`src/csw_regs.vh`:
```
// Operation
// - Software picks the system clock among six sources, writes guarded by unlock.
// - Primary submode comes from configuration only; software never changes it.
// - Switching and fail-safe monitoring work only when the configuration bit is 0.
// - Switching disabled: new-source field ignored, current source shows initial configuration; here new_src still takes control writes while idle.
// - Switching disabled: switch-request bit has no effect and reads zero.
// - Request with current equal to new source clears the request, no change.
// - A valid switch start clears the lock flag and the clock-fail flag.
// - Start target oscillator; wait start-up timer for crystals, lock for multiplier.
// - After readiness, count ten new-clock cycles, then change the system clock.
// - On completion clear the request bit and copy new source to current.
// - Turn old source off, except low-power RC or kept-on secondary.
// - Processor keeps running during switching; avoid timing-sensitive code meanwhile.
`ifndef CSW_REGS_VH
`define CSW_REGS_VH

// ==========================================================================
// Register word indexes (byte address = index * 4)
`define CSW_ADR_CTRL    3'h0
`define CSW_ADR_KEY     3'h1
`define CSW_ADR_STAT    3'h2
`define CSW_ADR_MASK    3'h3
`define CSW_ADR_CFG     3'h4

// ==========================================================================
// Unlock keys, written in this order to the key register
`define CSW_KEY_FIRST   8'ha5
`define CSW_KEY_SECOND  8'h5a

// ==========================================================================
// Control register fields
`define CSW_NEW_MSB     10
`define CSW_NEW_LSB     8
`define CSW_KEEP_BIT    1
`define CSW_REQ_BIT     0
`define CSW_CUR_MSB     14
`define CSW_CUR_LSB     12
`define CSW_LOCK_BIT    5
`define CSW_FAIL_BIT    3

// Word index within the byte address
`define CSW_WIDX_MSB    4
`define CSW_WIDX_LSB    2

// ==========================================================================
// Source codes
`define CSW_SRC_FRC     3'h0
`define CSW_SRC_FAST_RC_WITH_MULTIPLIER  3'h1
`define CSW_SRC_PRI     3'h2
`define CSW_SRC_PRIPLL  3'h3
`define CSW_SRC_SEC     3'h4
`define CSW_SRC_LOW_POWER_RC_OSCILLATOR    3'h5

// Oscillator enable bit positions
`define CSW_OSC_PRI     0
`define CSW_OSC_SEC     1
`define CSW_OSC_FRC     2
`define CSW_OSC_LOW_POWER_RC_OSCILLATOR    3

// Primary submodes
`define CSW_SUB_EXT     2'h0
`define CSW_SUB_XT      2'h1
`define CSW_SUB_HS      2'h2

// ==========================================================================
// Configuration, timing and interrupt layout
`define CSW_CFG_SW_ON   1'b0
`define CSW_CFG_SUB_MSB 5
`define CSW_CFG_SUB_LSB 4
`define CSW_CFG_SW_BIT  3
`define CSW_CFG_SRC_MSB 2
`define CSW_CFG_SRC_LSB 0
`define CSW_SETTLE      4'ha
`define CSW_IRQ_W       3
`define CSW_IRQ_DONE    0
`define CSW_IRQ_ABORT   1
`define CSW_IRQ_FAIL    2

`endif

```
`src/csw_sync.v`:
```
`default_nettype none

module csw_sync #(
  parameter W = 1
) (
  input  wire         clk_i,
  input  wire         rst_i,
  input  wire         ce_i,
  input  wire [W-1:0] d_i,
  output wire [W-1:0] q_o
);

  genvar g;
  generate
    for (g = 0; g < W; g = g + 1)
    begin : g_bit
      reg meta;
      reg stable;
      always @(posedge clk_i)
      begin
        if (rst_i)
        begin
          meta   <= 1'b0;
          stable <= 1'b0;
        end
        else if (ce_i)
        begin
          meta   <= d_i[g];
          stable <= meta;
        end
      end
      assign q_o[g] = stable;
    end
  endgenerate

endmodule // csw_sync

`default_nettype wire

```
`src/csw_switcher.v`:
```
// Chosen here: the Wishbone register port and the register offsets.
`include "csw_regs.vh"
`default_nettype none

module csw_switcher (
  input  wire        clk_i,
  input  wire        rst_i,
  input  wire        ce_i,
  input  wire        wb_cyc_i,
  input  wire        wb_stb_i,
  input  wire        wb_we_i,
  input  wire [4:0]  wb_adr_i,
  input  wire [3:0]  wb_sel_i,
  input  wire [31:0] wb_dat_i,
  output reg  [31:0] wb_dat_o,
  output reg         wb_ack_o,
  input  wire        cfg_switch_monitor_i,
  input  wire [2:0]  cfg_initial_source_i,
  input  wire [1:0]  cfg_primary_submode_i,
  input  wire        wdt_enable_i,
  input  wire [3:0]  osc_clk_i,
  input  wire [3:0]  osc_stable_i,
  input  wire        pll_lock_i,
  input  wire        clock_fail_i,
  output reg  [3:0]  osc_enable_o,
  output reg         pll_enable_o,
  output reg  [2:0]  sys_clk_select_o,
  output reg  [1:0]  primary_submode_select_o,
  output reg         switch_busy_o,
  output reg         irq_o
);

  // ========================================================================
  // States
  localparam [2:0] ST_IDLE  = 3'h0;
  localparam [2:0] ST_CHECK = 3'h1;
  localparam [2:0] ST_START = 3'h2;
  localparam [2:0] ST_READY = 3'h3;
  localparam [2:0] ST_COUNT = 3'h4;
  localparam [2:0] ST_SWAP  = 3'h5;

  // ========================================================================
  // Source decoding
  function [3:0] csw_osc_of;
    input [2:0] src;
    begin
      csw_osc_of = 4'h0;
      case (src)
        `CSW_SRC_FRC, `CSW_SRC_FAST_RC_WITH_MULTIPLIER: csw_osc_of[`CSW_OSC_FRC] = 1'b1;
        `CSW_SRC_PRI, `CSW_SRC_PRIPLL: csw_osc_of[`CSW_OSC_PRI] = 1'b1;
        `CSW_SRC_SEC:                  csw_osc_of[`CSW_OSC_SEC] = 1'b1;
        `CSW_SRC_LOW_POWER_RC_OSCILLATOR:                 csw_osc_of[`CSW_OSC_LOW_POWER_RC_OSCILLATOR] = 1'b1;
        default:                       csw_osc_of = 4'h0;
      endcase
    end
  endfunction

  function csw_uses_pll;
    input [2:0] src;
    begin
      csw_uses_pll = (src == `CSW_SRC_FAST_RC_WITH_MULTIPLIER) || (src == `CSW_SRC_PRIPLL);
    end
  endfunction

  // ========================================================================
  // Synchronised oscillator-side inputs
  wire [9:0] sync_q;
  wire [3:0] s_clk    = sync_q[3:0];
  wire [3:0] s_stable = sync_q[7:4];
  wire       s_lock   = sync_q[8];
  wire       s_fail   = sync_q[9];

  csw_sync #(
    .W (10)
  ) u_sync (
    .clk_i (clk_i),
    .rst_i (rst_i),
    .ce_i  (ce_i),
    .d_i   ({clock_fail_i, pll_lock_i, osc_stable_i, osc_clk_i}),
    .q_o   (sync_q)
  );

  // ========================================================================
  // State
  reg [2:0]           state;
  reg [2:0]           cur_src;
  reg [2:0]           new_src;
  reg [2:0]           init_src;
  reg                 cfg_bit;
  reg                 req;
  reg                 keep_on;
  reg                 lock_flag;
  reg                 cf_flag;
  reg                 key_stage;
  reg                 unlocked;
  reg [3:0]           settle_cnt;
  reg [3:0]           clk_prev;
  reg                 lock_prev;
  reg                 fail_prev;
  reg [`CSW_IRQ_W-1:0] irq_stat;
  reg [`CSW_IRQ_W-1:0] irq_mask;
  reg [31:0]          rdata;

  wire sw_en    = (cfg_bit == `CSW_CFG_SW_ON);
  wire [3:0] tgt = csw_osc_of(new_src);
  wire [3:0] keep_mask;
  assign keep_mask[`CSW_OSC_PRI]  = 1'b0;
  assign keep_mask[`CSW_OSC_FRC]  = 1'b0;
  assign keep_mask[`CSW_OSC_SEC]  = keep_on;
  assign keep_mask[`CSW_OSC_LOW_POWER_RC_OSCILLATOR] = wdt_enable_i | sw_en;

  // Crystal sources wait for their start-up timer, external clock does not
  wire need_stable = (tgt[`CSW_OSC_PRI] && (primary_submode_select_o != `CSW_SUB_EXT))
                     || tgt[`CSW_OSC_SEC];
  wire stable_ok   = !need_stable || (|(tgt & s_stable));
  wire tgt_ready   = stable_ok && (!csw_uses_pll(new_src) || lock_flag);

  // Sampled edges only: target clocks faster than half of clk_i miscount
  wire tgt_edge    = |(tgt & s_clk & ~clk_prev);
  wire lock_rise   = s_lock & ~lock_prev;
  wire fail_rise   = s_fail & ~fail_prev;
  wire redundant   = (new_src == cur_src) || (tgt == 4'h0);

  wire bus_req = wb_cyc_i & wb_stb_i;
  wire wr      = bus_req & wb_we_i & wb_ack_o;
  wire [2:0] widx = wb_adr_i[`CSW_WIDX_MSB:`CSW_WIDX_LSB];
  wire wr_ctrl = wr && (widx == `CSW_ADR_CTRL) && unlocked;

  wire ev_done  = (state == ST_SWAP);
  wire ev_abort = (state == ST_CHECK) && redundant;
  wire ev_fail  = fail_rise && sw_en;
  wire [`CSW_IRQ_W-1:0] irq_set;
  assign irq_set[`CSW_IRQ_DONE]  = ev_done;
  assign irq_set[`CSW_IRQ_ABORT] = ev_abort;
  assign irq_set[`CSW_IRQ_FAIL]  = ev_fail;

  // ========================================================================
  // Read mux
  always @*
  begin
    rdata = 32'h0;
    case (widx)
      `CSW_ADR_CTRL:
      begin
        rdata[`CSW_CUR_MSB:`CSW_CUR_LSB] = cur_src;
        rdata[`CSW_NEW_MSB:`CSW_NEW_LSB] = new_src;
        rdata[`CSW_LOCK_BIT]             = lock_flag;
        rdata[`CSW_FAIL_BIT]             = cf_flag;
        rdata[`CSW_KEEP_BIT]             = keep_on;
        rdata[`CSW_REQ_BIT]              = req;
      end
      `CSW_ADR_KEY:  rdata = {31'h0, unlocked};
      `CSW_ADR_STAT: rdata = {29'h0, irq_stat};
      `CSW_ADR_MASK: rdata = {29'h0, irq_mask};
      `CSW_ADR_CFG:
      begin
        rdata[`CSW_CFG_SUB_MSB:`CSW_CFG_SUB_LSB] = primary_submode_select_o;
        rdata[`CSW_CFG_SW_BIT]                   = cfg_bit;
        rdata[`CSW_CFG_SRC_MSB:`CSW_CFG_SRC_LSB] = init_src;
      end
      default:       rdata = 32'h0;
    endcase
  end

  // ========================================================================
  // Bus slave, unlock keys and interrupt registers
  always @(posedge clk_i)
  begin
    if (rst_i)
    begin
      wb_ack_o  <= 1'b0;
      wb_dat_o  <= 32'h0;
      key_stage <= 1'b0;
      unlocked  <= 1'b0;
      irq_stat  <= {`CSW_IRQ_W{1'b0}};
      irq_mask  <= {`CSW_IRQ_W{1'b0}};
      irq_o     <= 1'b0;
    end
    else if (ce_i)
    begin
      wb_ack_o <= bus_req & ~wb_ack_o;
      if (bus_req && !wb_ack_o)
        wb_dat_o <= rdata;
      if (wr)
      begin
        // Any write other than the second key consumes or breaks the unlock
        if ((widx == `CSW_ADR_KEY) && wb_sel_i[0])
        begin
          if (wb_dat_i[7:0] == `CSW_KEY_FIRST)
          begin
            key_stage <= 1'b1;
            unlocked  <= 1'b0;
          end
          else
          begin
            key_stage <= 1'b0;
            unlocked  <= key_stage && (wb_dat_i[7:0] == `CSW_KEY_SECOND);
          end
        end
        else
        begin
          key_stage <= 1'b0;
          unlocked  <= 1'b0;
        end
      end
      // Set wins over a write-one clear in the same cycle
      if (wr && (widx == `CSW_ADR_STAT) && wb_sel_i[0])
        irq_stat <= (irq_stat & ~wb_dat_i[`CSW_IRQ_W-1:0]) | irq_set;
      else
        irq_stat <= irq_stat | irq_set;
      if (wr && (widx == `CSW_ADR_MASK) && wb_sel_i[0])
        irq_mask <= wb_dat_i[`CSW_IRQ_W-1:0];
      irq_o <= |(irq_stat & irq_mask);
    end
  end

  // ========================================================================
  // Switching sequence
  always @(posedge clk_i)
  begin
    if (rst_i)
    begin
      // Configuration is static storage, captured while reset is held
      cfg_bit                  <= cfg_switch_monitor_i;
      init_src                 <= cfg_initial_source_i;
      primary_submode_select_o <= cfg_primary_submode_i;
      cur_src                  <= cfg_initial_source_i;
      new_src                  <= cfg_initial_source_i;
      sys_clk_select_o         <= cfg_initial_source_i;
      osc_enable_o             <= 4'h0;
      pll_enable_o             <= 1'b0;
      state                    <= ST_IDLE;
      req                      <= 1'b0;
      keep_on                  <= 1'b0;
      lock_flag                <= 1'b0;
      cf_flag                  <= 1'b0;
      settle_cnt               <= 4'h0;
      clk_prev                 <= 4'h0;
      lock_prev                <= 1'b0;
      fail_prev                <= 1'b0;
      switch_busy_o            <= 1'b0;
    end
    else if (ce_i)
    begin
      clk_prev  <= s_clk;
      lock_prev <= s_lock;
      fail_prev <= s_fail;
      switch_busy_o <= (state != ST_IDLE) || req;

      // Flag sets win over the start-of-switch clear
      if (lock_rise && pll_enable_o)
        lock_flag <= 1'b1;
      else if ((state == ST_CHECK && !redundant) || !pll_enable_o)
        lock_flag <= 1'b0;
      if (ev_fail)
        cf_flag <= 1'b1;
      else if (state == ST_CHECK && !redundant)
        cf_flag <= 1'b0;

      if (wr_ctrl && wb_sel_i[1] && state == ST_IDLE && !req)
        new_src <= wb_dat_i[`CSW_NEW_MSB:`CSW_NEW_LSB];
      if (wr_ctrl && wb_sel_i[0])
        keep_on <= wb_dat_i[`CSW_KEEP_BIT];

      case (state)
        ST_IDLE:
        begin
          osc_enable_o <= csw_osc_of(cur_src) | keep_mask;
          pll_enable_o <= csw_uses_pll(cur_src);
          // Request bit stays zero while switching is disabled
          if (wr_ctrl && wb_sel_i[0] && wb_dat_i[`CSW_REQ_BIT] && sw_en)
            req <= 1'b1;
          if (req && sw_en)
            state <= ST_CHECK;
        end
        ST_CHECK:
        begin
          if (redundant)
          begin
            req   <= 1'b0;
            state <= ST_IDLE;
          end
          else
            state <= ST_START;
        end
        ST_START:
        begin
          osc_enable_o <= osc_enable_o | tgt;
          pll_enable_o <= pll_enable_o | csw_uses_pll(new_src);
          state        <= ST_READY;
        end
        ST_READY:
        begin
          settle_cnt <= 4'h0;
          if (tgt_ready)
            state <= ST_COUNT;
        end
        ST_COUNT:
        begin
          if (tgt_edge)
          begin
            settle_cnt <= settle_cnt + 4'h1;
            if (settle_cnt == `CSW_SETTLE - 4'h1)
              state <= ST_SWAP;
          end
        end
        ST_SWAP:
        begin
          sys_clk_select_o <= new_src;
          cur_src          <= new_src;
          req              <= 1'b0;
          osc_enable_o     <= tgt | keep_mask;
          pll_enable_o     <= csw_uses_pll(new_src);
          state            <= ST_IDLE;
        end
        default:
          state <= ST_IDLE;
      endcase
    end
  end

endmodule // csw_switcher

`default_nettype wire

```
`config.mk`:
```
export PLATFORM = sky130hd
export DESIGN_NAME = csw_switcher
export DESIGN_NICKNAME = d
export VERILOG_FILES = /design/src/csw_sync.v /design/src/csw_switcher.v
export VERILOG_INCLUDE_DIRS = /design/src
export SDC_FILE = /design/constraint.sdc
export NUM_CORES = 1
export LEC_CHECK = 0
export CORE_MARGIN = 8
export CORE_UTILIZATION = 67
export DETAILED_ROUTE_END_ITERATION = 16
export DONT_BUFFER_PORTS = 1
export GPL_TIMING_DRIVEN = 1
export PLACE_DENSITY = 0.88
export SETUP_SLACK_MARGIN = 0.02
export SLEW_MARGIN = 20
export SYNTH_ARGS = -nofsm -noshare
export SYNTH_HDL_FRONTEND = slang
export SYNTH_SLANG_ARGS = --single-unit
export TNS_END_PERCENT = 100
```
`constraint.sdc`:
```
create_clock -name clk_i -period 4.8 [get_ports clk_i]
set_input_delay 0.96 -clock clk_i [delete_from_list [all_inputs] [get_ports clk_i]]
set_output_delay 0.96 -clock clk_i [all_outputs]
set_load 0.01 [all_outputs]
```
==> impl_results.md, run 1 <==
* Ys async rst share at 0%
* IO buf count at 0
* Global-route usage over all layers at 21.24%
* GR Overflow Total at 0
* Sequential share of the synthesized area at 44.30%
* Routed via count at 2857
* # IOs at 109
* Placed Cells incl. Taps at 439
* Max Freq at 0.4133 GHz
* Post-synth cell types at 55
* Measured slew at the worst slew-check pin at 1.054 ns
* VDD IR-drop max at 332.0 uV
* Proportion of power drawn by the clock network at 39.9%
* Vias in the first global route at 2691
* Area delta synth->final at 3.610%
* Crit path max fanout at 45
* Pre-CTS setup slack at 2.071 ns
* RSZ-0062 raised after global routing: no
* Top_reg_cell synth: dfxtp_1
* Clock tree sinks at 73
* Largest net degree at the start of global routing at 75
* Iter 0 DRT Violations at 378
* Clock transition at path regs at 0.07 ns
* Post-Syn Instances at 394
* Reg2Reg Depth at 5
* Share of cells above drive strength 1 at 6.250%
* Post-CTS setup buffer count at 0
* DP HPWL at 5.857 mm
* DRC Markers at 0
* First-pass DRT Iterations at 5
* Post-synthesis cell area at 0.003570 sq mm
* Most frequent cell after synthesis: dfxtp_1
* Fin Setup TNS at 0 ns
* Post-layout net count at 446
* CP Class: primary input to register
* Number of vias per cell at 6.293
* #FFs+latches synth at 73
* Die ar. at 0.007919 sq mm
* Root Driver: clkbuf_8
* Net switching power at 0.0002846 W
* H-tree depth at 3
* Crit end category: register
* CTS tree: built
* Core area at 0.005140 sq mm
* Net Sw Frac at 22.92%
* Power Internal at 0.0009571 W
* Flop pwr share at 54.2%
* HP Class: register to register
* Final hold violations at 0
* Synth warn at 0
* Antenna violations before repair at 0
* Clk Latency, worst-skew pair at 0.34 ns
* Commonest cells in the netlist: dfxtp_1, nor2_1, mux2i_1
* WL/cell at 18.33 um
* Startpoint types: primary input
* Worst hold margin at 0.4739 ns
* Pins Over Slew Limit at 0
* Worst Clk Skew at 0.003107 ns
* Status: completed
* WP data arrival at 2.69 ns
* Post_cts resized at 0
* Number of synthesized flops with an enable pin at 12
* Lkg Pwr at 1.431 nW
* Final Wtd Congestion at 0.8421
* DIE HEIGHT at 88.99 um
* Main area contributors after synthesis: dfxtp_1, edfxtp_1, mux2i_1, nor2_1, buf_4
* # setup viols final at 0
* Fin util at 71.96%
* Power density cells at 335.7 mW/mm^2
* Row Count at 26
* Post-DRT Antenna Nets at 0
* Worst hold path depth at 2
* Filler Cells Inserted at 403
* Max-slew headroom at 29.05%
* Detailed-route wire length at 8.321 mm
* Final std cells w/o fill at 454
* N_diodes at 0
* Max-cap violations at 0
* Comb pwr share at 6.0%
* Synth area leader: dfxtp_1
* Hold-fix buffers at CTS at 0
* Max Root-Sink Buffers at 2
* Worst Path Required at 5.07 ns
* Period minus WS final at 2.420 ns
* Die X at 88.99 um
* Initial Utilization at 69.45%
* First-pass GRT wire length at 12.87 mm
* Final period utilization at 50.41%
* Syn avg cell area at 9.060 sq um
* Share of the synthesized area in the top cell type at 34.21%
* Cts bufs inserted at 9
* Final worst setup slack at 2.380 ns
-- final cells by class --
cell class | count | area, sq um | area share, %
Tap cell | 70 | 87.58 | 2.368
Clock buffer | 13 | 202.7 | 5.480
Inverter | 11 | 41.29 | 1.116
Clock inverter | 2 | 15.01 | 0.4060
Multi-Input combinational cell | 285 | 1770 | 47.87
Sequential cell | 73 | 1582 | 42.76
-- kinds of logic after synthesis --
group,Yosys count,synth area share [%]
AOI/OAI and AO/OA,79,14.58
xor gates and xnor gates,2,0.4908
adders and majority gates,2,0.7009
buffers and inverters,55,8.097
DFF,73,44.30
muxes,33,9.744
other,1,0.1051
and+or+nand+nor,149,21.98
-- through the flow --
step / power [W] / instance area, sq um
5_1_grt: 0.001287 / 3699
4_1_cts: 0.001251 / 3699
3_3_place_gp: 0.0007530 / 3481
3_5_place_dp: 0.0007577 / 3481
6_report: 0.001242 / 3699
2_1_floorplan: 0.0007674 / 3641
-- state kept, by name, summed over array words and instances (netlist names), 4 cells and up --
register and cells:
clk_prev 4, u_sync.g_bit.stable 8, u_sync.g_bit.meta 8, wb_dat_o 12, osc_enable_o 4, settle_cnt 4
-- per-layer routing --
| layer | part of all wire [%] | vias to the layer above | wire [um] | GRT usage [%] |
|---|---|---|---|---|
| met3 | 12 | 14 | 972 | 8.824 |
| met4 | 1.9 | 0 | 160 | 7.100 |
| met5 | 0 | - | 0 | 0 |
| li1 | - | 1351 | - | - |
| met1 | 39 | 1341 | 3215 | 24.03 |
| met2 | 48 | 151 | 3973 | 35.31 |
-- worst max-delay path: stages --
cell and delay [ns]:
nand3_1 0.13, or2_2 0.44, nor4_1 0.83, a22oi_1 0.17
nor2_1 0.16
-- power by group through the flow --
stage	logic (W)	clock network, W	registers, W
final	0.0000739	0.000495	0.000673
after global routing	0.0000818	0.000529	0.000676
after CTS	0.0000729	0.000506	0.000672
after detailed placement	0.0000722	0	0.000685
after global placement	0.0000684	0	0.000685
after floorplan	0.0000947	0	0.000673
-- layout by cell type, fill, tap and decap left out, types with 7 or more instances in the layout --
cell,n
dfxtp_1,61
nor2_1,54
mux2i_1,28
nand2_1,23
a21oi_1,23
conb_1,20
o21ai_0,17
edfxtp_1,12
inv_1,10
nand3_1,9
clkbuf_8,9
nor2b_1,8
a22oi_1,7
nand2b_1,7
nor3_1,7
-- final timing paths --
check	endpoint	start	slack, ns
max	wb_dat_o[14]	ce_i	2.38
min	lock_prev	lock_prev	0.47
max reg2reg	settle_cnt[3]	state[2]	2.70
min reg2reg	lock_prev	lock_prev	0.47
Power figures use the tool's default switching activity.
==> inputs of run 2 (changes only) <==
- CORE_UTILIZATION: 67 -> 57
- PLACE_DENSITY: 0.88 -> 0.8
- clock period: 4.8 -> 2 ns (I/O delays scaled with it)
==> run 2 against run 1 <==
Effect of this change:
- worst hold slack worse by 0.36 ns
- sequential share of layout area shrank 0.98 points
- sequential power increased by 140%
- register-to-register slack lost 2.6 ns
- total power is 130% higher
- critical endpoint is now settle_cnt[2]
- largest cell class unchanged
==> impl_results.md, run 2 (synthesis gave the netlist of run 1 again) <==
* DP HPWL at 5.951 mm (+1.6%)
* First-pass GRT wire length at 13.11 mm (+1.9%)
* Top Usage Layer GRT: met2
* H-tree depth at 3 (unchanged)
* Share of cells above drive strength 1 at 10.53% (+4.3 points)
* Startpoint types: register
* GR Overflow Total at 0 (unchanged)
* HP Class: primary input to register
* Area delta synth->final at 6.029%
* RSZ-0062 raised after global routing: no
* Max-cap violations at 0 (unchanged)
* CP Class: register to register
* Max Freq at 0.5395 GHz
* CTS tree: built
* Worst R2R Start: new_src[0]
* Die X at 95.14 um (+6.9%)
* DRC Markers at 0 (unchanged)
* Setup crit start: new_src[0]
* Clk Latency, worst-skew pair at 0.36 ns (+0.02 ns)
* Iter 0 DRT Violations at 329 (-13%)
* Crit end category: register
* Critical path's largest stage delay at 0.50 ns (-0.33 ns)
* # IOs at 109 (unchanged)
* N_diodes at 0 (unchanged)
* Post-DRT Antenna Nets at 0 (unchanged)
* Top reg by flops: wb_dat_o
* Row Count at 29 (+12%)
* DIE HEIGHT at 95.14 um (+6.9%)
* WL/cell at 17.43 um (-4.9%)
* HP Start: rst_i
* Min-Delay Endpoint: irq_mask[0]
* Buffers & Inverters on Critical Path at 0 (unchanged)
* First-pass DRT Iterations at 5 (unchanged)
* Grt met3 use at 7.402% (-1.4 points)
* Fin Setup TNS at 0 ns (unchanged)
* Lkg Pwr at 1.484 nW (+3.7%)
* Commonest non-fill, non-tap cells in the layout: dfxtp_1, nor2_1, mux2i_1, nand2_1, a21oi_1
* Hold-fix buffers at CTS at 0 (unchanged)
* Vias in the first global route at 2547 (-5.4%)
* Cts bufs inserted at 9 (unchanged)
* # setup viols final at 0 (unchanged)
* Final period utilization at 92.69%
* GR Layer Usage met1 at 24.24% (+0.21 points)
* Global-route usage over all layers at 18.47% (-2.8 points)
* Post-layout net count at 460 (+3.1%)
* Largest net degree at the start of global routing at 75 (unchanged)
* Crit-path cells: or3b_1 -> a211o_1 -> o31a_2 -> or4_1 -> nand3_1
* Measured slew at the worst slew-check pin at 0.5325 ns (-0.5220 ns)
* Max-slew headroom at 64.17% (+35 points)
* Post_cts resized at 0 (unchanged)
* WP data arrival at 2.16 ns (-0.53 ns)
* Clock tree sinks at 73 (unchanged)
* Worst hold path depth at 1 (-1)
* Core area at 0.006205 sq mm (+21%)
* Period minus WS final at 1.854 ns
* Routed via count at 2821 (-1.3%)
* Crit path max fanout at 5 (-89%)
* Number of vias per cell at 5.926 (-5.8%)
* Reg2Reg Depth at 5 (unchanged)
* Status: completed
* Max Root-Sink Buffers at 2 (unchanged)
* Biggest regs: wb_dat_o: 12 flops, u_sync.g_bit.meta: 8 flops, u_sync.g_bit.stable: 8 flops
* Global routing usage on met2 at 26.75% (-8.6 points)
* Crit path max-delay family: simple AND/OR/NAND/NOR gates
* VDD IR-drop max at 751.2 uV (+130%)
* Detailed-route wire length at 8.297 mm (-0.29%)
* Final hold violations at 0 (unchanged)
* Final Wtd Congestion at 0.9065 (+7.6%)
* Max reg flops at 12 (unchanged)
* Commonest non-fill, non-tap cell in the layout: dfxtp_1
* Die ar. at 0.009051 sq mm (+14%)
* Critical-path cell with the highest stage delay: or4_1
* Pins Over Slew Limit at 0 (unchanged)
* Worst Clk Skew at 0.01361 ns (+0.01050 ns)
* Power density cells at 751.5 mW/mm^2 (+120%)
* IO buf count at 0 (unchanged)
* Initial Utilization at 57.53% (-12 points)
* Clock transition at path regs at 0.09 ns (+0.02 ns)
* Antenna violations before repair at 0 (unchanged)
* Root Driver: clkbuf_8
* R2r endpoint: settle_cnt[2]
* Worst Path Required at 2.31 ns (-2.76 ns)
* Post-CTS setup buffer count at 0 (unchanged)
* Fin util at 61.00% (-11 points)
* R2R Setup Slk at 0.15 ns (-2.55 ns)
run 2: metrics by stage:
stage	std cells	total power [W]	setup slack [ns]	hold WS, ns	cell area [sq um]
detailed placement	460	0.001834	0.1226	0.4575	3595
global placement	460	0.001828	0.1745	0.4519	3595
CTS	476	0.002859	0.07781	0.09507	3772
finish	476	0.002844	0.1463	0.1182	3785
floorplan	413	0.001842	0.09768	0.4498	3641
global route	476	0.002955	0.03637	0.09215	3785
run 2: cell type report:
cell class	instances	area, sq um
multi-input cells	285	1783
fillers	527	2420
clock buffers	9	123.9
repair buffers	14	105.1
well taps	77	96.34
clock inverters	7	53.80
inverters	11	41.29
flip-flops and latches	73	1582
run 2: worst max path at each step:
stage               slack [ns]             to  cells after the start
finish                    0.15  settle_cnt[2]                      5
global route              0.04  settle_cnt[2]                      5
CTS                       0.08       state[0]                      6
detailed placement        0.12  settle_cnt[3]                      5
global placement          0.17  settle_cnt[3]                      5
floorplan                  0.1  settle_cnt[3]                      6
run 2: layer usage:
layer / share of wire, % / vias to the layer above / wire length, um
met2: 44 / 121 / 3682
met3: 9.8 / 10 / 814
met5: 0 / - / 0
met4: 1.1 / 0 / 93
met1: 45 / 1315 / 3707
li1: - / 1375 / -
run 2: power by group:
group	switching (W)	leakage (nW)	internal [W]
Sequential	0.0000570	0.613	0.00155
Clock	0.000580	0.0822	0.000457
Combinational	0.000110	0.789	0.0000939
Total	0.000747	1.48	0.00210
run 2: worst register-to-register path, stage by stage (launching register included):
cell and delay [ns]:
edfxtp_1 0.39, or3b_1 0.38, a211o_1 0.30, o31a_2 0.14, or4_1 0.50, nand3_1 0.10
==> inputs of run 3 (changes only) <==
- CORE_UTILIZATION: 57 -> 66
- CTS_BUF_LIST: unset -> sky130_fd_sc_hd__clkbuf_8
- CTS_CLUSTER_DIAMETER: unset -> 200
- PLACE_DENSITY: 0.8 -> 0.87
- clock period: 2 -> 2.1 ns (I/O delays scaled with it)
==> run 3 against run 2 <==
Effect of this change:
- sequential share of layout area is 0.14 points lower
- via count is 1.5% higher
- register-to-register slack better by 0.04 ns
- critical endpoint is now settle_cnt[3]
- non-clock buffer count is 5 lower
- critical path type unchanged
- first-iteration DRC count is 0.91% higher
==> impl_results.md, run 3 (synthesis gave the netlist of run 1 again) <==
* IO buf count at 0 (unchanged)
* # setup viols final at 0 (unchanged)
* Critical-path cell with the highest stage delay: edfxtp_1
* Core area at 0.005172 sq mm (-17%)
* Max-slew headroom at 60.10% (-4.1 points)
* Min-Delay Endpoint: wb_dat_o[9]
* Antenna violations before repair at 0 (unchanged)
* Largest net degree at the start of global routing at 75 (unchanged)
* GR Overflow Total at 0 (unchanged)
* Worst R2R Start: new_src[1]
* First-pass GRT wire length at 12.92 mm (-1.4%)
* Pins Over Slew Limit at 0 (unchanged)
* Period minus WS final at 1.918 ns (+0.06445 ns)
* DIE HEIGHT at 89.55 um (-5.9%)
* Final hold violations at 0 (unchanged)
* DP HPWL at 5.813 mm (-2.3%)
* Post_cts resized at 0 (unchanged)
* Power density cells at 810.1 mW/mm^2 (+7.8%)
* VDD IR-drop max at 565.5 uV (-25%)
* Cts bufs inserted at 9 (unchanged)
* R2r endpoint: settle_cnt[3]
* Area occupied by multi-input gates at 0.001770 sq mm (-0.70%)
* Max-cap violations at 0 (unchanged)
* Area delta synth->final at 6.379%
* Post-layout net count at 455 (-1.1%)
* H-tree depth at 3 (unchanged)
* Final Wtd Congestion at 0.9689 (+6.9%)
* Routed via count at 2862 (+1.5%)
* HP Class: primary input to register
* Crit path max fanout at 8 (+3)
* Status: completed
* HP Start: rst_i
* Worst hold path depth at 1 (unchanged)
* Lkg Pwr at 1.498 nW (+0.94%)
* Row Count at 26 (-10%)
* Biggest regs: wb_dat_o: 12 flops, u_sync.g_bit.meta: 8 flops, u_sync.g_bit.stable: 8 flops
* Filler Cells Inserted at 365 (-31%)
* CP Class: register to register
* DRC Markers at 0 (unchanged)
* CTS tree: built
* Max Freq at 0.5213 GHz (-3.4%)
* Number of vias per cell at 6.168 (+4.1%)
* Iter 0 DRT Violations at 332 (+0.91%)
* Max Root-Sink Buffers at 2 (unchanged)
* Die ar. at 0.008018 sq mm (-11%)
* Reg2Reg Depth at 5 (unchanged)
* Fin Setup TNS at 0 ns (unchanged)
* Post-CTS setup buffer count at 0 (unchanged)
* Clock transition at path regs at 0.08 ns (about the same)
* Detailed-route wire length at 8.223 mm (-0.89%)
* Max reg flops at 12 (unchanged)
* WP data arrival at 2.22 ns (+0.06 ns)
* Initial Utilization at 69.01% (+11 points)
* Clk Latency, worst-skew pair at 0.35 ns (about the same)
* Global-route usage over all layers at 21.00% (+2.5 points)
* Commonest non-fill, non-tap cell in the layout: dfxtp_1
* Clock tree sinks at 73 (unchanged)
* Die X at 89.55 um (-5.9%)
* Total power at 0.003076 W (+8.2%)
* Crit-path cells: nand2b_1 -> a211o_1 -> o31a_2 -> or4_1 -> nand3_1
* FF+latch area at 0.001582 sq mm (unchanged)
* Commonest non-fill, non-tap cells in the layout: dfxtp_1, nor2_1, mux2i_1, nand2_1, a21oi_1
* Worst Clk Skew at 0.01030 ns (-0.003310 ns)
* First-pass DRT Iterations at 5 (unchanged)
* Vias in the first global route at 2574 (+1.1%)
* N_diodes at 0 (unchanged)
* Hold-fix buffers at CTS at 0 (unchanged)
* Critical path's largest stage delay at 0.54 ns (+0.04 ns)
* Share of cells above drive strength 1 at 8.883% (-1.6 points)
* Final period utilization at 91.34% (-1.3 points)
* Startpoint types: register
* Top reg by flops: wb_dat_o
* # IOs at 109 (unchanged)
* Worst Path Required at 2.40 ns (+0.09 ns)
* Measured slew at the worst slew-check pin at 0.5931 ns (+0.06060 ns)
* Post-DRT Antenna Nets at 0 (unchanged)
* Fin util at 73.42% (+12 points)
* WL/cell at 17.72 um (+1.7%)
* Root Driver: clkbuf_8
* Crit end category: register
* RSZ-0062 raised after global routing: no
* R2R Setup Slk at 0.18 ns (+0.04 ns)
## run 3: report_power, final
part | internal, W | switching, W
sequential | 0.00147 | 0.0000509
combinational | 0.0000839 | 0.000107
clock | 0.000803 | 0.000560
## run 3: cell type report
class / instances / area share [%]
Timing Repair Buffer: 9 / 1.779
Clock buffer: 9 / 3.262
Tap cell: 70 / 2.306
Inverter: 11 / 1.087
Clock inverter: 7 / 3.295
Sequential cell: 73 / 41.65
Multi-Input combinational cell: 285 / 46.62
## run 3: metal layers
metal | routed length, um | up-vias | global-route usage, %
li1 | - | 1358 | -
met1 | 3369 | 1345 | 25.93
met2 | 3816 | 144 | 32.95
met3 | 909 | 15 | 7.813
met4 | 127 | 0 | 6.647
met5 | 0 | - | 0
## run 3: worst max path at each step
stage	startpoint	end	cells after the start
6_report	new_src[1]	settle_cnt[3]	5
5_1_grt	new_src[1]	settle_cnt[3]	5
4_1_cts	new_src[0]	settle_cnt[3]	5
3_5_place_dp	new_src[1]	settle_cnt[3]	5
3_3_place_gp	new_src[0]	settle_cnt[3]	5
2_1_floorplan	new_src[0]	settle_cnt[3]	6
## run 3: critical path: cells and delay by family (launching register included)
kind | cells | cell delay, ns
AO/OA/AOI/OAI | 2 | 0.44
AND/OR/NAND/NOR | 3 | 0.89
flip-flops | 1 | 0.54
## run 3: metrics by stage
stage	setup slack (ns)	instances	hold WS [ns]	instance area (sq um)
3_3_place_gp	0.2425	448	0.4517	3548
3_5_place_dp	0.2186	448	0.4557	3548
4_1_cts	0.1995	464	0.1145	3797
2_1_floorplan	0.1977	413	0.4498	3641
5_1_grt	0.07728	464	0.1072	3797
6_report	0.1819	464	0.1425	3797
